==> src/include/sacc_pkg.sv <==
package sacc_pkg;
  // register addresses
  localparam logic [7:0] PAIR_CONFIG_ADDR = 8'hBA;
  localparam logic [7:0] CONV_CONFIG_ADDR = 8'hBC;
  localparam logic [7:0] CHAN_SELECT_ADDR = 8'hBB;
  localparam logic [7:0] CONV_CONTROL_ADDR = 8'hE8;
  localparam logic [7:0] RESULT_HIGH_ADDR = 8'hBF;
  localparam logic [7:0] RESULT_LOW_ADDR = 8'hBE;
  // reset values
  localparam logic [7:0] PAIR_CONFIG_RST = 8'h00;
  localparam logic [7:0] CONV_CONFIG_RST = 8'h60;
  localparam logic [7:0] CHAN_SELECT_RST = 8'h00;
  localparam logic [7:0] CONV_CONTROL_RST = 8'h00;
  // control register bit positions
  localparam int CTL_ON = 7;
  localparam int CTL_TRACK = 6;
  localparam int CTL_DONE = 5;
  localparam int CTL_BUSY = 4;
  localparam int CTL_SRC_HI = 3;
  localparam int CTL_SRC_LO = 2;
  localparam int CTL_LEFT = 0;
  // config register fields
  localparam int CFG_PER_LSB = 5;
  localparam int CFG_GAIN_MSB = 2;
  // start sources
  localparam logic [1:0] SRC_SOFT = 2'h0;
  localparam logic [1:0] SRC_T3 = 2'h1;
  localparam logic [1:0] SRC_STROBE = 2'h2;
  localparam logic [1:0] SRC_T2 = 2'h3;
  // gain codes to the amplifier
  localparam logic [2:0] GAIN_X1 = 3'h0;
  localparam logic [2:0] GAIN_HALF = 3'h6;
  // timing counts in sar clocks, and the temperature channel number
  localparam int TRACK_SAR_CLKS = 3;
  localparam int CONV_SAR_CLKS = 16;
  localparam int TEMP_CHANNEL = 8;
  typedef enum logic [1:0] {SACC_IDLE, SACC_TRACK, SACC_CONV} sacc_state_type;
endpackage

==> src/hw/sacc_sar_tick.sv <==
`timescale 1ns/1ps
`default_nettype none
module sacc_sar_tick
  import sacc_pkg::*;
(
  // clock and reset
  input wire logic sys_clk,
  input wire logic rst,
  // control
  input wire logic [2:0] sar_clock_period,
  output logic sar_tick
);
  logic [3:0] cnt_ff;
  logic [3:0] nxt_cnt;
  logic [3:0] last;

  always_comb
  begin
    // any 1xx code divides by 16
    unique case (sar_clock_period[1:0] | {2{sar_clock_period[2]}})
      2'h0: last = 4'h0;
      2'h1: last = 4'h1;
      2'h2: last = 4'h3;
      default: last = sar_clock_period[2] ? 4'hF : 4'h7;
    endcase
    nxt_cnt = (cnt_ff >= last) ? 4'h0 : 4'(cnt_ff + 4'h1);
  end

  always_ff @(posedge sys_clk)
  begin
    if (rst)
      cnt_ff <= 4'h0;
    else
      cnt_ff <= nxt_cnt;
  end

  assign sar_tick = (cnt_ff >= last);
endmodule // sacc_sar_tick
`default_nettype wire

==> src/hw/sacc_top.sv <==
`timescale 1ns/1ps
`default_nettype none
module sacc_top
  import sacc_pkg::*;
#(
  parameter int RES_BITS = 10
)
(
  // clock and reset
  input wire logic sys_clk,
  input wire logic rst,
  // special function register port
  input wire logic [7:0] sfr_addr,
  input wire logic sfr_wr,
  input wire logic [7:0] sfr_wdata,
  output logic [7:0] sfr_rdata,
  // start sources, chip power state and done interrupt enable
  input wire logic timer3_overflow,
  input wire logic timer2_overflow,
  input wire logic external_convert_strobe,
  input wire logic chip_standby,
  input wire logic done_irq_enable,
  // analog core
  output logic analog_power_on,
  output logic track_on,
  output logic [3:0] mux_positive,
  output logic mux_negative_odd,
  output logic mux_differential,
  output logic [2:0] gain_code,
  output logic sar_step,
  input wire logic [RES_BITS-1:0] core_result,
  // events
  output logic conversion_done_irq
);
  ////////////////////////////////////////////////////////////////////////////
  logic [7:0] pair_ff, nxt_pair;
  logic [7:0] cfg_ff, nxt_cfg;
  logic [7:0] sel_ff, nxt_sel;
  logic [7:0] ctl_ff, nxt_ctl;
  logic [15:0] res_ff, nxt_res;
  logic strobe_ff, nxt_strobe;
  logic irq_ff, nxt_irq;
  sacc_state_type state_ff, nxt_state;
  logic [4:0] cnt_ff, nxt_cnt;
  logic conv_diff_ff, nxt_conv_diff;
  logic sar_tick, start, sel_diff, busy_fall;
  logic [1:0] src;
  logic [15:0] word;

  sacc_sar_tick u_tick (
    .sys_clk(sys_clk),
    .rst(rst),
    .sar_clock_period(cfg_ff[7:CFG_PER_LSB]),
    .sar_tick(sar_tick)
  );

  ////////////////////////////////////////////////////////////////////////////
  // start decode
  assign src = ctl_ff[CTL_SRC_HI:CTL_SRC_LO];
  always_comb
  begin
    unique case (src)
      SRC_SOFT: start = sfr_wr && sfr_addr == CONV_CONTROL_ADDR && sfr_wdata[CTL_BUSY];
      SRC_T3: start = timer3_overflow;
      SRC_STROBE: start = external_convert_strobe && !strobe_ff;
      SRC_T2: start = timer2_overflow;
    endcase
  end
  // selected channel differential when its pair bit is set
  assign sel_diff = !sel_ff[3] && pair_ff[sel_ff[2:1]];

  ////////////////////////////////////////////////////////////////////////////
  // conversion sequencer
  always_comb
  begin
    nxt_state = state_ff;
    nxt_cnt = cnt_ff;
    nxt_conv_diff = conv_diff_ff;
    nxt_strobe = external_convert_strobe;
    if (!ctl_ff[CTL_ON])
    begin
      nxt_state = SACC_IDLE;
      nxt_cnt = 5'h0;
    end
    else
    begin
      unique case (state_ff)
        SACC_IDLE:
          if (start)
          begin
            nxt_conv_diff = sel_diff;
            nxt_cnt = 5'h0;
            // strobe mode tracks before the edge, so it converts at once
            if (ctl_ff[CTL_TRACK] && src != SRC_STROBE)
              nxt_state = SACC_TRACK;
            else
              nxt_state = SACC_CONV;
          end
        SACC_TRACK:
          if (sar_tick)
          begin
            if (cnt_ff == 5'(TRACK_SAR_CLKS - 1))
            begin
              nxt_cnt = 5'h0;
              nxt_state = SACC_CONV;
            end
            else
              nxt_cnt = 5'(cnt_ff + 5'h1);
          end
        SACC_CONV:
          if (sar_tick)
          begin
            if (cnt_ff == 5'(CONV_SAR_CLKS - 1))
            begin
              nxt_cnt = 5'h0;
              nxt_state = SACC_IDLE;
            end
            else
              nxt_cnt = 5'(cnt_ff + 5'h1);
          end
      endcase
    end
  end
  assign busy_fall = state_ff == SACC_CONV && nxt_state == SACC_IDLE && ctl_ff[CTL_ON];

  ////////////////////////////////////////////////////////////////////////////
  // result formatting: right-justified differential sign-extends, single-ended zero-extends; left-justified zero-fills low bits
  always_comb
  begin
    word = 16'h0;
    if (ctl_ff[CTL_LEFT])
      word[15 -: RES_BITS] = core_result;
    else
    begin
      word[RES_BITS-1:0] = core_result;
      if (conv_diff_ff)
        word[15:RES_BITS] = {(16-RES_BITS){core_result[RES_BITS-1]}};
    end
    nxt_res = busy_fall ? word : res_ff;
  end

  ////////////////////////////////////////////////////////////////////////////
  // registers
  always_comb
  begin
    nxt_pair = pair_ff;
    nxt_cfg = cfg_ff;
    nxt_sel = sel_ff;
    nxt_ctl = ctl_ff;
    if (sfr_wr)
    begin
      unique case (sfr_addr)
        PAIR_CONFIG_ADDR: nxt_pair = {4'h0, sfr_wdata[3:0]};
        CONV_CONFIG_ADDR: nxt_cfg = {sfr_wdata[7:5], 2'h0, sfr_wdata[2:0]};
        CHAN_SELECT_ADDR: nxt_sel = {4'h0, sfr_wdata[3:0]};
        CONV_CONTROL_ADDR: nxt_ctl = {sfr_wdata[7:5], ctl_ff[CTL_BUSY], sfr_wdata[3:0]};
        default: ;
      endcase
    end
    nxt_ctl[CTL_BUSY] = (nxt_state != SACC_IDLE);
    if (busy_fall)
      nxt_ctl[CTL_DONE] = 1'b1;
    nxt_irq = busy_fall && done_irq_enable;
  end

  always_ff @(posedge sys_clk)
  begin
    if (rst)
    begin
      pair_ff <= PAIR_CONFIG_RST;
      cfg_ff <= CONV_CONFIG_RST;
      sel_ff <= CHAN_SELECT_RST;
      ctl_ff <= CONV_CONTROL_RST;
      res_ff <= 16'h0;
      strobe_ff <= 1'b0;
      irq_ff <= 1'b0;
      state_ff <= SACC_IDLE;
      cnt_ff <= 5'h0;
      conv_diff_ff <= 1'b0;
    end
    else
    begin
      pair_ff <= nxt_pair;
      cfg_ff <= nxt_cfg;
      sel_ff <= nxt_sel;
      ctl_ff <= nxt_ctl;
      res_ff <= nxt_res;
      strobe_ff <= nxt_strobe;
      irq_ff <= nxt_irq;
      state_ff <= nxt_state;
      cnt_ff <= nxt_cnt;
      conv_diff_ff <= nxt_conv_diff;
    end
  end

  always_comb
  begin
    unique case (sfr_addr)
      PAIR_CONFIG_ADDR: sfr_rdata = pair_ff;
      CONV_CONFIG_ADDR: sfr_rdata = cfg_ff;
      CHAN_SELECT_ADDR: sfr_rdata = sel_ff;
      CONV_CONTROL_ADDR: sfr_rdata = ctl_ff;
      RESULT_HIGH_ADDR: sfr_rdata = res_ff[15:8];
      RESULT_LOW_ADDR: sfr_rdata = res_ff[7:0];
      default: sfr_rdata = 8'h00;
    endcase
  end

  ////////////////////////////////////////////////////////////////////////////
  // analog side
  assign analog_power_on = ctl_ff[CTL_ON];
  always_comb
  begin
    if (!ctl_ff[CTL_ON] || chip_standby)
      track_on = 1'b0;
    else if (!ctl_ff[CTL_TRACK])
      track_on = (state_ff != SACC_CONV);
    else if (src == SRC_STROBE)
      track_on = !external_convert_strobe && state_ff == SACC_IDLE;
    else
      track_on = (state_ff == SACC_TRACK);
  end
  // during a conversion the pair mode captured at start is held
  assign mux_differential = (state_ff == SACC_IDLE) ? sel_diff : conv_diff_ff;
  // a differential pair always converts its even leg as positive
  assign mux_positive = sel_ff[3] ? 4'(TEMP_CHANNEL)
    : (sel_diff ? {1'b0, sel_ff[2:1], 1'b0} : sel_ff[3:0]);
  assign mux_negative_odd = mux_differential;
  // gain passes straight through for every channel, temperature included
  assign gain_code = cfg_ff[CFG_GAIN_MSB:0];
  assign sar_step = (state_ff == SACC_CONV) && sar_tick;
  assign conversion_done_irq = irq_ff;
endmodule // sacc_top
`default_nettype wire

==> config.mk <==
export PLATFORM = sky130hd
export DESIGN_NAME = sacc_top
export DESIGN_NICKNAME = d
export VERILOG_FILES = /design/src/include/sacc_pkg.sv /design/src/hw/sacc_sar_tick.sv /design/src/hw/sacc_top.sv
export SDC_FILE = /design/constraint.sdc
export NUM_CORES = 1
export LEC_CHECK = 0
export ABC_AREA = 1
export ABC_CLOCK_PERIOD_IN_PS = 2100
export BUFFER_PORTS_ARGS = -buffer_cell sky130_fd_sc_hd__buf_2
export CORE_AREA = 2 2 86 80
export DETAILED_ROUTE_END_ITERATION = 8
export DIE_AREA = 0 0 88 82
export PLACE_DENSITY = 0.73
export RECOVER_POWER = 25
export SLEW_MARGIN = 10
export SYNTH_ARGS = -nofsm -noshare
export SYNTH_HDL_FRONTEND = slang
export SYNTH_SLANG_ARGS = --single-unit
==> constraint.sdc <==
create_clock -name sys_clk -period 2.1 [get_ports sys_clk]
set_clock_uncertainty 0.1 [all_clocks]
set_input_delay 0.105 -clock sys_clk [delete_from_list [all_inputs] [get_ports sys_clk]]
set_output_delay 0.105 -clock sys_clk [all_outputs]
set_load 0.05 [all_outputs]
Yosys cells after proc, flatten, opt, wreduce, memory -nomap -nowiden --
Cells that the tools add are included.
Word-level totals: output and inout port bits 21, logic and storage cells 102, register bits after elaboration 52
Operators by class: reduce and logical (&&, ||, !) cells 31, muxes and demuxes 32, bitwise operators 2, $add $sub $neg 2, equality and inequality tests 20, order comparisons 2
Operators with widths (count):
- == test 8 bit, second input constant | 6
- case mux 8 bit (6 select lines) | 1
- 2-to-1 mux 5 bit | 5
- 2-to-1 mux 6 bit | 4
- case mux 5 bit (3 select lines) | 1
- 2-to-1 mux 2 bit | 7
- case mux 4 bit (3 select lines) | 1
- logical AND 1 bit | 10
- 2-to-1 mux 10 bit | 1
- != test 2 bit, second input constant | 5
- AND reduction 2 bit | 5
- == test 2 bit, second input constant | 4
- zero test 2 bit | 4
- 2-to-1 mux 4 bit | 2
- 2-to-1 mux 1 bit | 7
- == test 2 x 1 -> 1 bit, second input constant | 3
- case mux 2 bit (3 select lines) | 1
- AND reduction 3 bit | 2
- nonzero test 2 bit | 3
- adder 5 x 1 -> 5 bit, second input constant | 1
- == test 5 x 2 -> 1 bit, second input constant | 1
- == test 5 x 4 -> 1 bit, second input constant | 1
- adder 4 x 1 -> 4 bit, second input constant | 1
- >= comparator 4 bit | 1
- 8 further kinds | 12

Logic depth before layout (Yosys ltp) --
word-level depth 12, gate-level depth with buffers 17

Modules after synthesis --
Synthesis repeated with hierarchy kept, for this count alone.
Second synthesis, totals: cells, all modules 456, area, all modules 3012.9 µm²
Modules (own cells, without submodules):
- sacc_top | cells each 419, area an instance 2735.1 µm², times used 1
- sacc_sar_tick | cells each 37, area an instance 277.8 µm², times used 1

Worst setup path before layout --
Ideal clock, no wire load.
path type register to output, start point register state_ff[0], end point output mux_negative_odd, stages on the path, launching flop included 5, slack -302 ps, data arrival time 2197 ps, buffers on the path 1, path through dfxtp_1 -> inv_1 -> ha_1 -> o21ai_0 -> buf_4
On the way: word-level cells in the longest chain between the ends 2
Ends and longest elaborated chain:
- from (decl) | line sacc_top.sv:43 | sacc_state_type state_ff, nxt_state;
- from (signal assigned) | line sacc_top.sv:190 | state_ff <= nxt_state;
- zero test 2 bit | line sacc_top.sv:224 | assign mux_differential = (state_ff == SACC_IDLE) ? sel_diff : conv_diff_ff;
- 2-to-1 mux 1 bit | line sacc_top.sv:224
- to (decl) | line sacc_top.sv:27 | output logic mux_negative_odd,
No other way between the ends.

Worst setup path in the final report --
start point register cfg_ff[6], end point register res_ff[15]
On the way: word-level cells in the longest chain between the ends 10, elaborated cells on any way between the ends 13, those cells by class order compare (1); eq/ne (2); mux (5); bitwise (1); reduce/logical (4)
Ends and longest elaborated chain:
- from (decl) | line sacc_top.sv:37 | logic [7:0] cfg_ff, nxt_cfg;
- from (signal assigned) | line sacc_top.sv:184 | cfg_ff <= nxt_cfg;
- bitwise OR 2 bit (*) | line sacc_sar_tick.sv:20 | unique case (sar_clock_period[1:0] | {2{sar_clock_period[2]}})
- == test 2 bit (tied with other cells) | line sacc_sar_tick.sv:20
- case mux 4 bit (3 select lines) (*) | line sacc_sar_tick.sv:20
- >= comparator 4 bit (*) | line sacc_sar_tick.sv:37 | assign sar_tick = (cnt_ff >= last);
- 2-to-1 mux 2 bit (on tied branches) | line sacc_top.sv:111, sacc_top.sv:100
- case mux 2 bit (3 select lines) (*) | line sacc_top.sv:87 | unique case (state_ff)
- 2-to-1 mux 2 bit (*) | line sacc_top.sv:80 | if (!ctl_ff[CTL_ON])
- zero test 2 bit (*) | line sacc_top.sv:124 | assign busy_fall = state_ff == SACC_CONV && nxt_state == SACC_IDLE && ctl_ff[CTL_ON];
- logical AND 1 bit (*) (2 in series) | line sacc_top.sv:124
- to (signal assigned) | line sacc_top.sv:187 | res_ff <= nxt_res;
- to (decl) | line sacc_top.sv:40 | logic [15:0] res_ff, nxt_res;
Mark *: on every way between the ends. The rest lies on a longest branch, timed or not. A chain may end at the register's enable or synchronous reset.

==> results.py <==
metrics = {
    "outcome": {
        "status": "complete, but fails checks",
        "violations": "negative setup slack",
    },
    "floorplanning": {
        "initial_core_util_pct": 48.38,
        "dieHeight_um": 82,
        "rows": 28,
        "die_width_um": 88,
        "dieArea_sq_um": 7216,
        "core_sq_um": 6341,
        "ios": 55,
    },
    "finish": {
        "area_growth_pct": 28.34,
        "design_area_sq_um": 3938,
        "antenna_cells": 0,
        "drive_above_1_share_pct": 27.39,
        "nets": 578,
    },
    "synthesis": {
        "synth-xor-area-share_pct": 0.5710,
        "syn_avg_cell_area_sq_um": 6.684,
        "synth_compound_area_share_pct": 16.31,
        "synth_top_family_by_area": "simple AND/OR/NAND/NOR gates",
        "syn-cell-area_sq_um": 3068,
        "synth_edf_count": 0,
        "yosys_warnings": 0,
        "synth_seq_cells": 52,
        "synthMuxAreaShare_pct": 0,
        "synthAdderAreaFrac_pct": 4.894,
        "syn-instance-count": 459,
        "syn-num-nets": 505,
        "synthArstFlopShare_pct": 0,
        "yosysTopAreaCell": "dfxtp_1",
        "ys_top_cells_by_area": "dfxtp_1, nand2_1, inv_1",
        "yosysUniqueCellTypes": 33,
        "yosys.area.top_type_share_pct": 33.93,
        "synth.most_common_cell": "nand2_1",
        "seq_area_frac_synth_pct": 33.93,
        "synthTopCellsByCount": "nand2_1, inv_1, dfxtp_1, nor2_1, a21oi_1",
        "yosys.area_share.simple_pct": 30.87,
        "synth_ff_type": "dfxtp_1",
    },
    "timing": {
        "finalHoldViolCount": 0,
        "period_share_pct": 102.4,
        "fmax_mhz": 465.0,
        "setup_viol": 13,
        "rsz0062_at_grt": "yes",
        "worst_pin_slew_ns": 0.5951,
        "slew_violations": 0,
        "slew_headroom_pct": 60.50,
        "fin_ws_ns": -0.05068,
        "period_minus_slack_ns": 2.151,
    },
    "critical_path": {
        "critPathLaunch": "cfg_ff[6]",
        "crit_chain": "a21oi_2 -> ha_1 -> nand2_1 -> inv_2 -> nand2_2 -> nand3_4 -> nand2_1 -> nand3_1 -> nand3_1 -> nand3_2 -> nand3_4 -> clkbuf_16 -> nand2_2 -> inv_1 -> nor2_1",
        "start_kind": "register",
        "required_ns": 2.21,
        "r2r_cells": 15,
        "crit_buf_inv": 3,
        "end_kind": "register",
        "path_depth": 15,
        "path_max_fanout": 6,
        "crit_arrival_ns": 2.27,
        "rr_endpoint": "res_ff[15]",
        "worstSetupEndpoint": "res_ff[15]",
        "critical_path_class": "register to register",
        "regToRegSetupSlack_ns": -0.05,
        "max_stage_delay_ns": 0.38,
        "crit_path_top_delay_cell": "dfxtp_4",
        "rr_startpoint": "cfg_ff[6]",
        "path_delay_family": "simple AND/OR/NAND/NOR gates",
    },
    "drt": {
        "drt-initial-drc-count": 164,
        "vias": 3220,
        "viasPerCell": 5.169,
        "ant_nets": 0,
        "post_drt_wl_per_cell_um": 13.57,
        "drt_pre_antenna_iters": 5,
        "drc_errors": 0,
        "routed_wl_um": 8453,
    },
    "grt": {
        "top_usage_layer": "met2",
        "met2_usage_pct": 41.36,
        "grt_util_met3_pct": 3.819,
        "grt_overflow_total": 0,
        "groute.usage.overall_pct": 23.62,
        "grt_pass1_wl_um": 13370,
        "grt_use_met1_pct": 29.72,
        "grt_max_degree": 38,
        "grt_pass1_vias": 2944,
        "antenna_found_initial": 0,
    },
    "pwr": {
        "power_density_nw_per_um2": 448.8,
        "peakVddDrop_mv": 0.2787,
        "power_leakage_nw": 1.701,
    },
    "placed_design": {
        "dpl_cell_area_sq_um": 3511,
        "pre_cts_ws_ns": -0.06999,
        "gp_congestion": 0.8927,
        "hpwl_um": 5949,
        "numPortBuffers": 54,
    },
    "clock_network": {
        "cts_root_buf": "clkbuf_8",
        "h-tree-depth": 2,
        "cts_tree": "done",
        "clockBufferDepth": 2,
        "path_clk_slew_ns": 0.10,
        "cts.sinks": 52,
        "worstSkewPairLatency_ns": 0.31,
        "cts_inserted_buffers": 5,
    },
    "min_path": {
        "hp-class": "input port to register",
    },
    "flow_run": {
        "maxCapViolations": 0,
    },
}
[how the worst min path moves through the flow]
stage                                        from                  end  cells past startpoint
after floorplan                               rst            ctl_ff[4]                      1
after global placement    external_convert_strobe            strobe_ff                      3
after detailed placement          done_irq_enable  conversion_done_irq                      3
after CTS                            sfr_wdata[0]           pair_ff[0]                      3
after global routing                 sfr_wdata[0]            ctl_ff[0]                      3
final                                sfr_wdata[7]            ctl_ff[7]                      3
[timing repair]
action / 4_1_cts / 5_1_grt
gates resized for setup: 21 / 43
hold buffers: 6 / 0
cloned: 1 / 1
pin swaps: 4 / 19
buffers inserted: 0 / 2
endpoints found under the hold margin: 8 / 0
endpoints found under the setup margin: 19 / 23
[area by class of cell]
class / instances / area [sq um]
Fill cell: 568 / 2404
Multi-Input combinational cell: 310 / 1792
Sequential cell: 52 / 1052
Timing Repair Buffer: 84 / 591.8
Inverter: 79 / 296.5
Tap cell: 90 / 112.6
Clock buffer: 6 / 82.58
Clock inverter: 2 / 10.01
[power by group]
group	total (mW)	internal [mW]	switching, mW
logic	0.154	0.0655	0.0881
clock network	0.616	0.264	0.351
registers	0.998	0.990	0.00740
[registers in the layout, summed over array words and instances (netlist names)]
register / count
cfg_ff: 6
cnt_ff: 5
conv_diff_ff: 1
conversion_done_irq: 1
ctl_ff: 8
pair_ff: 4
res_ff: 16
sel_ff: 4
state_ff: 2
strobe_ff: 1
u_tick.cnt_ff: 4
[routing by layer]
layer,routed length [um],vias to the layer above
li1,-,1632
met1,3749,1471
met2,4107,100
met3,434,17
met4,161,0
met5,0,-
[kinds of logic (layout without fill, tap and decap cells)]
kind of cell,Yosys count,in the layout
and+or+nand+nor,207,207
DFF,52,52
buffers and inverters,97,171
AOI/OAI and AO/OA,89,89
adders and majority gates,12,12
xor gates and xnor gates,2,2
[placed cells by master (no fill, tap or decap), types with 5 or more instances in the layout]
master and instances:
nor3_1 5, nand2_2 15, nand3_1 17, o21ai_0 26, nand2_4 6, buf_4 17
inv_1 65, nor2_2 6, o2111ai_1 6, buf_2 47, clkbuf_1 6, a21oi_1 36
dfxtp_1 47, inv_2 14, ha_1 7, dlygate4sd3_1 6, nand2_1 90, nor2_1 38
nand4_1 18, clkbuf_8 6
[through the flow]
step	cells	total power, mW	TNS [ns]	util, %	hold WS (ns)
after global placement	605	1.148	-0.01011	55.37	0.2435
after CTS	620	1.766	-0.01598	59.49	0.01717
after detailed placement	605	1.152	-0.8242	55.37	0.2453
final	623	1.767	-0.4172	62.10	0.02091
after global routing	623	1.828	-3.802	62.10	0.04055
after floorplan	459	1.089	0	-	0.07407
[worst reg2reg max path: stages, from the launching register on]
cell and delay [ns]:
dfxtp_4 0.38, a21oi_2 0.12, ha_1 0.24, nand2_1 0.07
inv_2 0.06, nand2_2 0.10, nand3_4 0.10, nand2_1 0.07
nand3_1 0.06, nand3_1 0.11, nand3_2 0.12, nand3_4 0.22
clkbuf_16 0.19, nand2_2 0.04, inv_1 0.04, nor2_1 0.03
No activity file was read; power rests on OpenSTA's default activity.
